<file path="config.mk">
export PLATFORM = sky130hd
export DESIGN_NAME = ahp_host_write_port
export DESIGN_NICKNAME = d
export VERILOG_FILES = /design/src/ahp_pkg.sv /design/src/ahp_host_write_port.sv
export SDC_FILE = /design/constraint.sdc
export NUM_CORES = 1
export LEC_CHECK = 0
export ABC_AREA = 1
export BUFFER_PORTS_ARGS = -buffer_cell sky130_fd_sc_hd__clkbuf_2
export CAP_MARGIN = 10
export CORE_ASPECT_RATIO = 1.25
export CORE_MARGIN = 2
export CORE_UTILIZATION = 35
export CTS_CLUSTER_SIZE = 12
export DETAILED_ROUTE_END_ITERATION = 10
export PLACE_DENSITY_LB_ADDON = 0.3
export SLEW_MARGIN = 5
export SYNTH_ARGS = -nofsm -noshare
export SYNTH_HDL_FRONTEND = slang
export SYNTH_SLANG_ARGS = --single-unit
</file>
<file path="constraint.sdc">
create_clock -name clk -period 2.4 [get_ports clk]
set_input_delay 0.48 -clock clk [delete_from_list [all_inputs] [get_ports clk]]
set_output_delay 0.48 -clock clk [all_outputs]
set_load 0.1 [all_outputs]
</file>
<file path="src/ahp_pkg.sv">
// Shared constants for the auto-format host write port
package ahp_pkg;

  localparam int unsigned ADDR_BITS      = 3;
  localparam int unsigned DATA_BITS      = 8;
  localparam int unsigned WIDE_BITS      = 24;
  localparam int unsigned SYNC_STAGES    = 2;

  // Low three latched address bits select the target
  localparam logic [2:0] ADDR_TEMP0      = 3'h0;
  localparam logic [2:0] ADDR_TEMP1      = 3'h1;
  localparam logic [2:0] ADDR_TEMP2      = 3'h2;
  localparam logic [2:0] ADDR_CTRL_COMMIT = 3'h3;
  localparam logic [2:0] ADDR_INIT_COMMIT = 3'h4;

  // Values after reset
  localparam logic [7:0]  RST_TEMP       = 8'h00;
  localparam logic [23:0] RST_WIDE       = 24'h00_0000;
  localparam logic [2:0]  RST_ADDR       = 3'h0;
  localparam logic        RST_FMT_LATCH  = 1'b1;

  // One sample of the host pins
  typedef struct packed {
    logic [7:0] lines;
    logic       addrStrobe;
    logic       dataStrobe;
    logic       writeLine;
    logic       chipSelN;
  } ahp_pins_s;

  localparam ahp_pins_s RST_PINS = '{lines: 8'h00, addrStrobe: 1'b0, dataStrobe: 1'b1,
                                     writeLine: 1'b1, chipSelN: 1'b1};

endpackage : ahp_pkg

</file>
<file path="src/ahp_host_write_port.sv">
`timescale 1ns/1ps
`default_nettype none

// Functional notes
// - Each rise of the address strobe samples the data/read strobe level as the bus format.
// - A high sample selects latch-pulse format, a low sample selects direction-line format.
// - The format is re-detected on every address strobe rise and may change each cycle of the bus.
// - Eight shared input-only lines carry the address and then the write data.
// - Writes are accepted only while the active-low chip select is asserted.
// - Address latch and data capture are timed by host strobe edges, not by device timing.
// - In latch-pulse format the address is latched on the falling edge of the latch strobe.
// - In latch-pulse format data is stored on the rising edge of the active-low write strobe.
// - In direction-line format the address is latched on the falling edge of the address strobe.
// - In direction-line format data is stored on the data strobe fall with direction and select low.
// - Addresses 0 to 2 load temporary bytes, 3 commits to control, 4 commits to initialisation.
// - Temporary bytes act only when a commit moves all three into a wide register at once.
module ahp_host_write_port
  import ahp_pkg::*;
(
  input  wire logic        clk,            // 40 MHz device clock
  input  wire logic        resetn,         // Asynchronous reset, active low
  input  wire logic [7:0]  sharedAddrDataLines, // Multiplexed address/data, input only
  input  wire logic        addrStrobeLine, // Address strobe / address latch enable
  input  wire logic        dataStrobeLine, // Data strobe / read strobe
  input  wire logic        writeLine,      // Direction line / active-low write strobe
  input  wire logic        chipSelN,       // Chip select, active low
  output logic [23:0]      controlReg,     // Committed control word
  output logic [23:0]      initReg,        // Committed initialisation word
  output logic             controlCommit,  // One-cycle pulse on control commit
  output logic             initCommit,     // One-cycle pulse on initialisation commit
  output logic             latchPulseFmt   // High while latch-pulse format is selected
);

  typedef struct packed {
    ahp_pins_s   sync1;
    ahp_pins_s   sync2;
    ahp_pins_s   prev;
    logic        fmtLatch;
    logic [2:0]  addr;
    logic [7:0]  temp0;
    logic [7:0]  temp1;
    logic [7:0]  temp2;
    logic [23:0] ctrl;
    logic [23:0] init;
    logic        ctrlPulse;
    logic        initPulse;
  } ahp_state_s;

  ahp_state_s state_r;
  ahp_state_s state_nxt;
  ahp_pins_s  pinsIn;

  assign pinsIn = '{lines: sharedAddrDataLines, addrStrobe: addrStrobeLine,
                    dataStrobe: dataStrobeLine, writeLine: writeLine, chipSelN: chipSelN};

  always_comb begin
    logic asRise;
    logic asFall;
    logic wrRise;
    logic dsFall;
    logic doWrite;
    asRise  = 1'b0;
    asFall  = 1'b0;
    wrRise  = 1'b0;
    dsFall  = 1'b0;
    doWrite = 1'b0;
    state_nxt = state_r;
    // Data travels through the same stages as the strobes, so a short hold time still
    // lines up with the edge seen two cycles later
    state_nxt.sync1 = pinsIn;
    state_nxt.sync2 = state_r.sync1;
    state_nxt.prev  = state_r.sync2;
    state_nxt.ctrlPulse = 1'b0;
    state_nxt.initPulse = 1'b0;

    // Edges come only from host strobe transitions
    asRise = state_r.sync2.addrStrobe && !state_r.prev.addrStrobe;
    asFall = !state_r.sync2.addrStrobe && state_r.prev.addrStrobe;
    wrRise = state_r.sync2.writeLine && !state_r.prev.writeLine;
    dsFall = !state_r.sync2.dataStrobe && state_r.prev.dataStrobe;

    if (asRise) begin
      state_nxt.fmtLatch = state_r.sync2.dataStrobe;
    end
    if (asFall) begin
      state_nxt.addr = state_r.sync2.lines[2:0];
    end

    if (state_r.fmtLatch) begin
      // Read strobe level matters only for detection here
      doWrite = wrRise && !state_r.sync2.chipSelN;
    end else begin
      doWrite = dsFall && !state_r.sync2.writeLine
                && !state_r.sync2.chipSelN;
    end

    if (doWrite) begin
      unique case (state_r.addr)
        ADDR_TEMP0: state_nxt.temp0 = state_r.sync2.lines;
        ADDR_TEMP1: state_nxt.temp1 = state_r.sync2.lines;
        ADDR_TEMP2: state_nxt.temp2 = state_r.sync2.lines;
        ADDR_CTRL_COMMIT: begin
          state_nxt.ctrl = {state_r.temp2, state_r.temp1, state_r.temp0};
          state_nxt.ctrlPulse = 1'b1;
        end
        ADDR_INIT_COMMIT: begin
          state_nxt.init = {state_r.temp2, state_r.temp1, state_r.temp0};
          state_nxt.initPulse = 1'b1;
        end
        // Addresses 5 to 7 are unused and writes to them are dropped
        default: state_nxt.temp0 = state_r.temp0;
      endcase
    end
  end

  always_ff @(posedge clk or negedge resetn) begin
    if (!resetn) begin
      state_r.sync1     <= RST_PINS;
      state_r.sync2     <= RST_PINS;
      state_r.prev      <= RST_PINS;
      state_r.fmtLatch  <= RST_FMT_LATCH;
      state_r.addr      <= RST_ADDR;
      state_r.temp0     <= RST_TEMP;
      state_r.temp1     <= RST_TEMP;
      state_r.temp2     <= RST_TEMP;
      state_r.ctrl      <= RST_WIDE;
      state_r.init      <= RST_WIDE;
      state_r.ctrlPulse <= 1'b0;
      state_r.initPulse <= 1'b0;
    end else begin
      state_r <= state_nxt;
    end
  end

  assign controlReg    = state_r.ctrl;
  assign initReg       = state_r.init;
  assign controlCommit = state_r.ctrlPulse;
  assign initCommit    = state_r.initPulse;
  assign latchPulseFmt = state_r.fmtLatch;

endmodule // ahp_host_write_port

`default_nettype wire

</file>
# Word level (Yosys, flattened, before mapping)
# Index checks and enable logic that the tools add are counted.
[word_totals] mem_count=0 ramBits=0 out_inout_bits=51 latch_bits=0 romBits=0 input_bits=14 register_bits=105 wordCells=49
[classes] n_addsub=0 mul=0 shift=0 n_lt_le_gt_ge=0 bitwise=0 div_mod_pow=0 reduce_logical=19 n_mux=4 n_eq_ne=4
[ops] cell="$reduce_and A2 Y1" count=5
[ops] cell="$logic_and A1 B1 Y1" count=7
[ops] cell="$eq A3 B2 Y1 const B" count=2
[ops] cell="$logic_not A1 Y1" count=6
[ops] cell="$eq A3 B1 Y1 const B" count=1
[ops] cell="$eq A3 B3 Y1 const B" count=1
[ops] cell="$logic_not A3 Y1" count=1
[ops] cell="$mux W1" count=3
[ops] cell="$mux W2" count=1

# Depth between registers and ports, before layout
# Gate-level depths: netlist (run 1).
[depth] depth_word=6 mapped_depth=8 mapped_depth_nobuf=7

# Worst setup path before layout (run 1)
# No wires, ideal clock.
[synth_timing] path_kind="reg2reg" from="reg state_r, in the netlist latchPulseFmt" to="reg state_r[58] (netlist bit)" setup_time_ns=0.066 n_path_buf=2 synth_period_minus_slack_ns=1.715 path_stages_with_launch=7 required_time_ns=2.334 slack_ns=0.685 arrival_time_ns=1.649 path_cell_list="dfstp_2 -> nand3b_1 -> nand2_2 -> buf_2 -> buf_2 -> nand4_1 -> nand2_1"
[synth_via] elab_chain_len=2
[synth_rtl] item="from (decl)" line="ahp_host_write_port.sv:49" source="ahp_state_s state_r;"
[synth_rtl] item="from (signal assigned)" line="ahp_host_write_port.sv:131" source="state_r <= state_nxt;"
[synth_rtl] item="$mux W1" line="ahp_host_write_port.sv:89" source="if (state_r.fmtLatch) begin"
[synth_rtl] item="$reduce_and A2 Y1 (no line)"
# No other way between the ends.
# A chain may end at the register's enable or synchronous reset.

# Worst setup path in the final report (run 1)
[layout_timing] from="reg state_r, in the netlist latchPulseFmt" to="out latchPulseFmt"
[layout_rtl] item="to (decl)" line="ahp_host_write_port.sv:31" source="output logic latchPulseFmt"
# No word-level cell between the ends.

==> flow_summary.ini, run 1 <==
[status]
status = completed

[synth]
synth_top_family_by_area = simple AND/OR/NAND/NOR gates
syn_area_um2 = 4310
synthMuxAreaShare = 0.00261
synthSimpleGateAreaFrac = 0.263
syn_nets = 441
synthArstFlopShare = 1.00
yosys_warnings = 0
synth_compound_area_frac = 0.00349
synth_fa_ha_area_frac = 0
synth_area_per_cell_um2 = 10.1
synth_cells = 427
synth_edf_count = 0
ys_ff_latch = 105
synth_flop_cell = dfrtp_1
synth-xor-area-share = 0
ys_seq_area_frac = 0.613
synth_cell_types = 19

[route]
detail-route-antenna-nets = 0
via_count = 2850
drt_iter0_markers = 176
drc_errors = 0
drt-wirelength-per-cell_um = 13.7
drt_pass1_iterations = 4
drt_wl_total_mm = 8.36
viasPerCell = 4.68

[timing]
fin_setup_tns_ns = 0
slew_violations = 0
period_share = 0.766
fin_skew_ns = 0.00742
setup_viol = 0
fmax_mhz = 544
rsz0062_at_grt = no
slew_headroom = 0.619
min_period_ns = 1.84
finalHoldViolCount = 0
max_slew.worst_pin.slew_ns = 0.569
fin_ws_ns = 0.562

[placed_design]
dp_hpwl_mm = 5.64
numPortBuffers = 64
gp_congestion = 0.784
dp.cells = 593
place_ws_ns = 0.597

[setup_path]
cp_max_fo = 4
worstSetupEndpointType = primary output
worst-path-buf-inv = 1
critPathArrivalTime_ns = 1.36
crit_family = flip-flops
worstSetupStartpointType = register
required_ns = 1.92
rrSetupSlack_ns = 0.59
worstSetupPathType = reg -> out
critPathMaxStageDelay_ns = 0.55
slowest_stage = dfstp_2
crit_chain = clkbuf_2

[grt]
gr-total-overflow = 0
grt_first_pass_wirelength_mm = 14.2
grt_max_degree = 59
grt_antenna_before_repair = 0
grt_usage = 0.139
grt_pass1_vias = 2840

[hold_path]
min_path_type = in -> async

[pwr]
p_leak_nw = 2.53
switching_power_mw = 1.76
power_mw = 4.73
swShare = 0.371
ir_worst_vdd_v = 0.000440
power_frac_comb = 0.241
clkPwrFrac = 0.302
internal_power_mw = 2.98
seqPwrFrac = 0.457
power_density_nw_per_um2 = 1000

[die]
initial_utilization = 0.356
rows = 45
io_pins = 65
fp.coreArea_um2 = 12100
die_area_um2 = 13200
die_x_um = 103
die_h_um = 128

[clock_tree]
cts-root-buf = clkbuf_16
cts_max_level = 3
cts_tree = done
holdBufCountCts = 0
numClockSinks = 105
cts_resized = 0
clk_latency_ns = 0.34
cts_buffers = 9
clockBufferDepth = 2
clk_pin_slew_ns = 0.07
cts_setup_buffers = 0

[final_layout]
fill_cells = 1215
area_growth_pct = 9.91
post-route-util = 0.391
drive_above_1_share = 0.249
layout.cells.non_filler = 609
layout.nets = 454
diodes = 0

[run]
cap_viol_max_count = 0
layout by cell type, fill, tap and decap left out:
cell type / count
nand2_1: 146
dfrtp_1: 96
nand4_1: 72
clkbuf_2: 63
buf_4: 10
clkbuf_16: 9
dfstp_2: 9
nor2_1: 6
inv_1: 5
nand2_2: 3
inv_2: 3
nand3_2: 3
a21oi_1: 3
clkbuf_1: 3
nor2_4: 2
nor2_2: 2
nand3_1: 2
clkinvlp_4: 2
nand3b_1: 1
nor3_2: 1
mux2_2: 1
clkinv_4: 1
bufinv_16: 1
buf_12: 1
flip-flops by register name (all words and copies together) (netlist names):
register and count:
controlCommit 1, controlReg 24, initCommit 1, initReg 24
latchPulseFmt 1, state_nxt 24, state_r 30
cell type report:
class	count	area [um2]	area share
clock inverters	4	53.8	0.0114
clock buffers	12	236	0.0500
flip-flops and latches	105	2640	0.557
inverters	8	30.0	0.00634
well taps	164	205	0.0434
repair buffers	74	410	0.0867
multi-input cells	242	1160	0.245
routing by layer:
metal	share of wire	track usage	vias to the layer above	wire, um
li1	-	-	1405	-
met1	0.44	0.180	1362	3710
met2	0.49	0.218	67	4080
met3	0.038	0.0305	16	321
met4	0.030	0.0666	0	252
met5	0	0	-	0
logic make-up (layout without fill, tap and decap cells):
group                  Yosys count  count (layout)
multiplexers                     1               1
flip-flops                     105             105
AO/OA/AOI/OAI                    3               3
AND/OR/NAND/NOR                238             238
buffers and inverters           80              98
worst paths after layout:
path	startpoint	end	cells past startpoint
max	latchPulseFmt$_DFFE_PN1P_	latchPulseFmt	1
min	resetn	state_nxt[95]$_DFF_PN0_	1
max reg2reg	state_r[80]$_DFF_PN1_	initReg[15]$_DFFE_PN0P_	8
min reg2reg	state_nxt[98]$_DFF_PN0_	state_nxt[86]$_DFF_PN0_	0
max in group asynchronous	resetn	initReg[14]$_DFFE_PN0P_	2
min in group clk	chipSelN	state_nxt[90]$_DFF_PN1_	1
synth_stat cells, types with 3 or more instances:
| library cell | count | area (um2) |
|---|---|---|
| nand4_1 | 72 | 450 |
| nand2_2 | 3 | 18.8 |
| dfrtp_1 | 96 | 2400 |
| inv_1 | 6 | 22.5 |
| nand3_2 | 3 | 30.0 |
| buf_2 | 23 | 115 |
| buf_4 | 48 | 360 |
| a21oi_1 | 3 | 15.0 |
| nor2_1 | 6 | 22.5 |
| nand2_1 | 146 | 548 |
| dfstp_2 | 9 | 236 |
per-stage QoR:
stage | instance area [um2] | hold slack, ns
2_1_floorplan | 4310 | 0.184
6_report | 4730 | 0.0369
5_1_grt | 4730 | 0.0479
4_1_cts | 4730 | 0.0350
3_3_place_gp | 4440 | 0.336
3_5_place_dp | 4440 | 0.335
power by group through the flow:
stage	Clock (mW)	Sequential, mW	Combinational (mW)
floorplan	0	2.16	1.08
global placement	0	2.19	1.14
detailed placement	0	2.20	1.15
CTS	1.48	2.16	1.15
global route	1.54	2.19	1.22
finish	1.43	2.17	1.14
Note: power is estimated with default switching activity, not from simulation.
==> inputs of run 2 (changes only) <==
- ABC_AREA: 1 -> 0
- clock period: 2.4 -> 1.9 ns (I/O delays scaled with it)
==> flow_summary.ini, run 2 <==
[status]
status = completed

[run]
cap_viol_max_count = 0

[timing]
fin_skew_ns = 0.00971
max_slew.worst_pin.slew_ns = 0.548
setup_viol = 0
slew_violations = 0
slew_headroom = 0.636
fin_setup_tns_ns = 0
finalHoldViolCount = 0
fin_ws_ns = 0.102
min_period_ns = 1.80
period_share = 0.946
fmax_mhz = 556
rsz0062_at_grt = no

[clock_tree]
clockBufferDepth = 2
clk_pin_slew_ns = 0.07
cts-root-buf = clkbuf_16
clk_latency_ns = 0.34
numClockSinks = 105
cts_max_level = 3
cts_buffers = 9
cts_tree = done

[synth]
syn_nets = 265
synth-xor-area-share = 0
synth_compound_area_frac = 0.0249
synth_area_per_cell_um2 = 16.2
synth_cell_types = 20
synth_cells = 251
synth_most_common_cell = dfrtp_1
syn_area_um2 = 4070
synthSimpleGateAreaFrac = 0.0166
synth_edf_count = 0
synth_area_leaders = dfrtp_1 (59%), mux2_2 (20%), buf_4 (8.9%)
yosys_warnings = 0
synth_flop_cell = dfrtp_1
synthArstFlopShare = 1.00
synthMuxAreaShare = 0.205
synth_top_family_by_area = multiplexers
ys_seq_area_frac = 0.649
synth_largest_type_area_fraction = 0.591
ys_ff_latch = 105
synth_fa_ha_area_frac = 0
synthTopCellsByCount = dfrtp_1 (96), mux2_2 (74), buf_4 (48), dfstp_2 (9)
yosys.area.top_type = dfrtp_1

[final_layout]
regMostFlops = state_r
final_cell_mix = dfrtp_1 (96), mux2_2 (74), clkbuf_2 (62)
area_growth_pct = 13.3
layout.nets = 297
drive_above_1_share = 0.624
final_common_cell = dfrtp_1
diodes = 0
largest_reg_flops = 30

[hold_path]
min_path_type = in -> reg

[die]
io_pins = 65
die_h_um = 125
fp.coreArea_um2 = 11500
rows = 44
initial_utilization = 0.355
die_x_um = 100
die_area_um2 = 12500

[grt]
grt_first_pass_wirelength_mm = 10.9
grt_max_degree = 61
gr-total-overflow = 0
grt_antenna_before_repair = 0
grt_usage = 0.116
grt_pass1_vias = 2001

[setup_path]
crit_chain = nor4b_4 > buf_4 > buf_4 > o21ai_4 > buf_12 > mux2_2
cp_max_fo = 19
critPathArrivalTime_ns = 2.02
worstSetupStartpointType = register
required_ns = 2.12
worstSetupPathType = reg -> reg
worstSetupEndpointType = register
slowest_stage = dfstp_4
cp_common_cell = buf_4
critPathMaxStageDelay_ns = 0.64

[placed_design]
place_ws_ns = -0.0592
dp_hpwl_mm = 4.57
gp_congestion = 0.694
numPortBuffers = 64

[pwr]
power_density_nw_per_um2 = 1490
power_mw = 6.85
p_leak_nw = 2.32
ir_worst_vdd_v = 0.000724

[route]
drt_pass1_iterations = 4
via_count = 1940
drc_errors = 0
viasPerCell = 4.56
drt-wirelength-per-cell_um = 15.6
detail-route-antenna-nets = 0
drt_iter0_markers = 52
drt_wl_total_mm = 6.65
==> run 2: cell types whose count changed in the layout (fill, tap and decap cells not counted), moves of 3 or more <==
cell      before  now
nor2_1         6    0
buf_4         10    7
nand2_1      146    2
nand4_1       72    0
nand2_2        3    0
buf_12         1    4
mux2_2         1   74
inv_2          3    0
clkbuf_1       3    0
nand3_2        3    0
a21oi_1        3    0
==> run 2: layer usage <==
metal	GRT usage	vias to the layer above	share of wire	wire length [um]
met5	0	-	0	0
met4	0.0604	0	0.021	140
met3	0.0241	9	0.039	260
met2	0.184	46	0.51	3360
met1	0.148	1011	0.43	2890
li1	-	874	-	-
==> run 2: through the flow <==
stage / instance area (um2) / cells / hold WS [ns] / utilization
global route: 4610 / 425 / 0.105 / 0.402
detailed placement: 4260 / 407 / 0.211 / 0.372
global placement: 4260 / 407 / 0.209 / 0.372
CTS: 4610 / 425 / 0.106 / 0.402
finish: 4610 / 425 / 0.123 / 0.402
floorplan: 4080 / 251 / 0.0844 / -
==> run 2: power breakdown <==
part / switching, mW / leakage, nW / internal [mW] / total (mW)
sequential: 0.276 / 1.35 / 2.64 / 2.92
combinational: 1.63 / 0.827 / 0.426 / 2.06
clock: 0.785 / 0.140 / 1.09 / 1.87
==> run 2: critical path: cells and delay by family (launching register included) <==
kind                   cells  cell delay [ns]
muxes                      1             0.35
buffers and inverters      3             0.50
AOI/OAI and AO/OA          1             0.15
DFF                        1             0.64
and+or+nand+nor            1             0.04
==> run 2: layout make-up <==
type | instances | area (um2)
Clock inverter | 4 | 52.6
Inverter | 3 | 11.3
Timing Repair Buffer | 74 | 453
Tap cell | 138 | 173
Multi-Input combinational cell | 90 | 1020
Clock buffer | 11 | 253
Fill cell | 1096 | 6840
Sequential cell | 105 | 2640
==> run 2: worst paths after layout <==
| check | start | endpoint | slack [ns] | cells after the start |
|---|---|---|---|---|
| worst min-delay path | dataStrobeLine | state_nxt[92]$_DFF_PN1_ | 0.12 | 1 |
| worst min register to register | state_nxt[93]$_DFF_PN0_ | state_nxt[81]$_DFF_PN0_ | 0.35 | 0 |
| worst max register to register | latchPulseFmt$_DFFE_PN1P_ | initReg[13]$_DFFE_PN0P_ | 0.10 | 6 |
| max in group asynchronous | resetn | state_nxt[90]$_DFF_PN1_ | 0.94 | 3 |
| min in group asynchronous | resetn | state_nxt[93]$_DFF_PN0_ | 0.40 | 2 |
| worst max-delay path | latchPulseFmt$_DFFE_PN1P_ | initReg[13]$_DFFE_PN0P_ | 0.10 | 6 |
==> run 2: logic make-up (layout without fill, tap and decap cells) <==
group	count (synthesis)	in the layout
buffers and inverters	56	92
AND/OR/NAND/NOR	8	8
AO/OA/AOI/OAI	8	8
flip-flops	105	105
multiplexers	74	74
==> run 2: repair_timing <==
item	4_1_cts	5_1_grt
setup endpoints to repair	16	0
buffers inserted	2	0
endpoints found under the hold margin	1	0
resized for setup	2	0
hold buffers	1	0
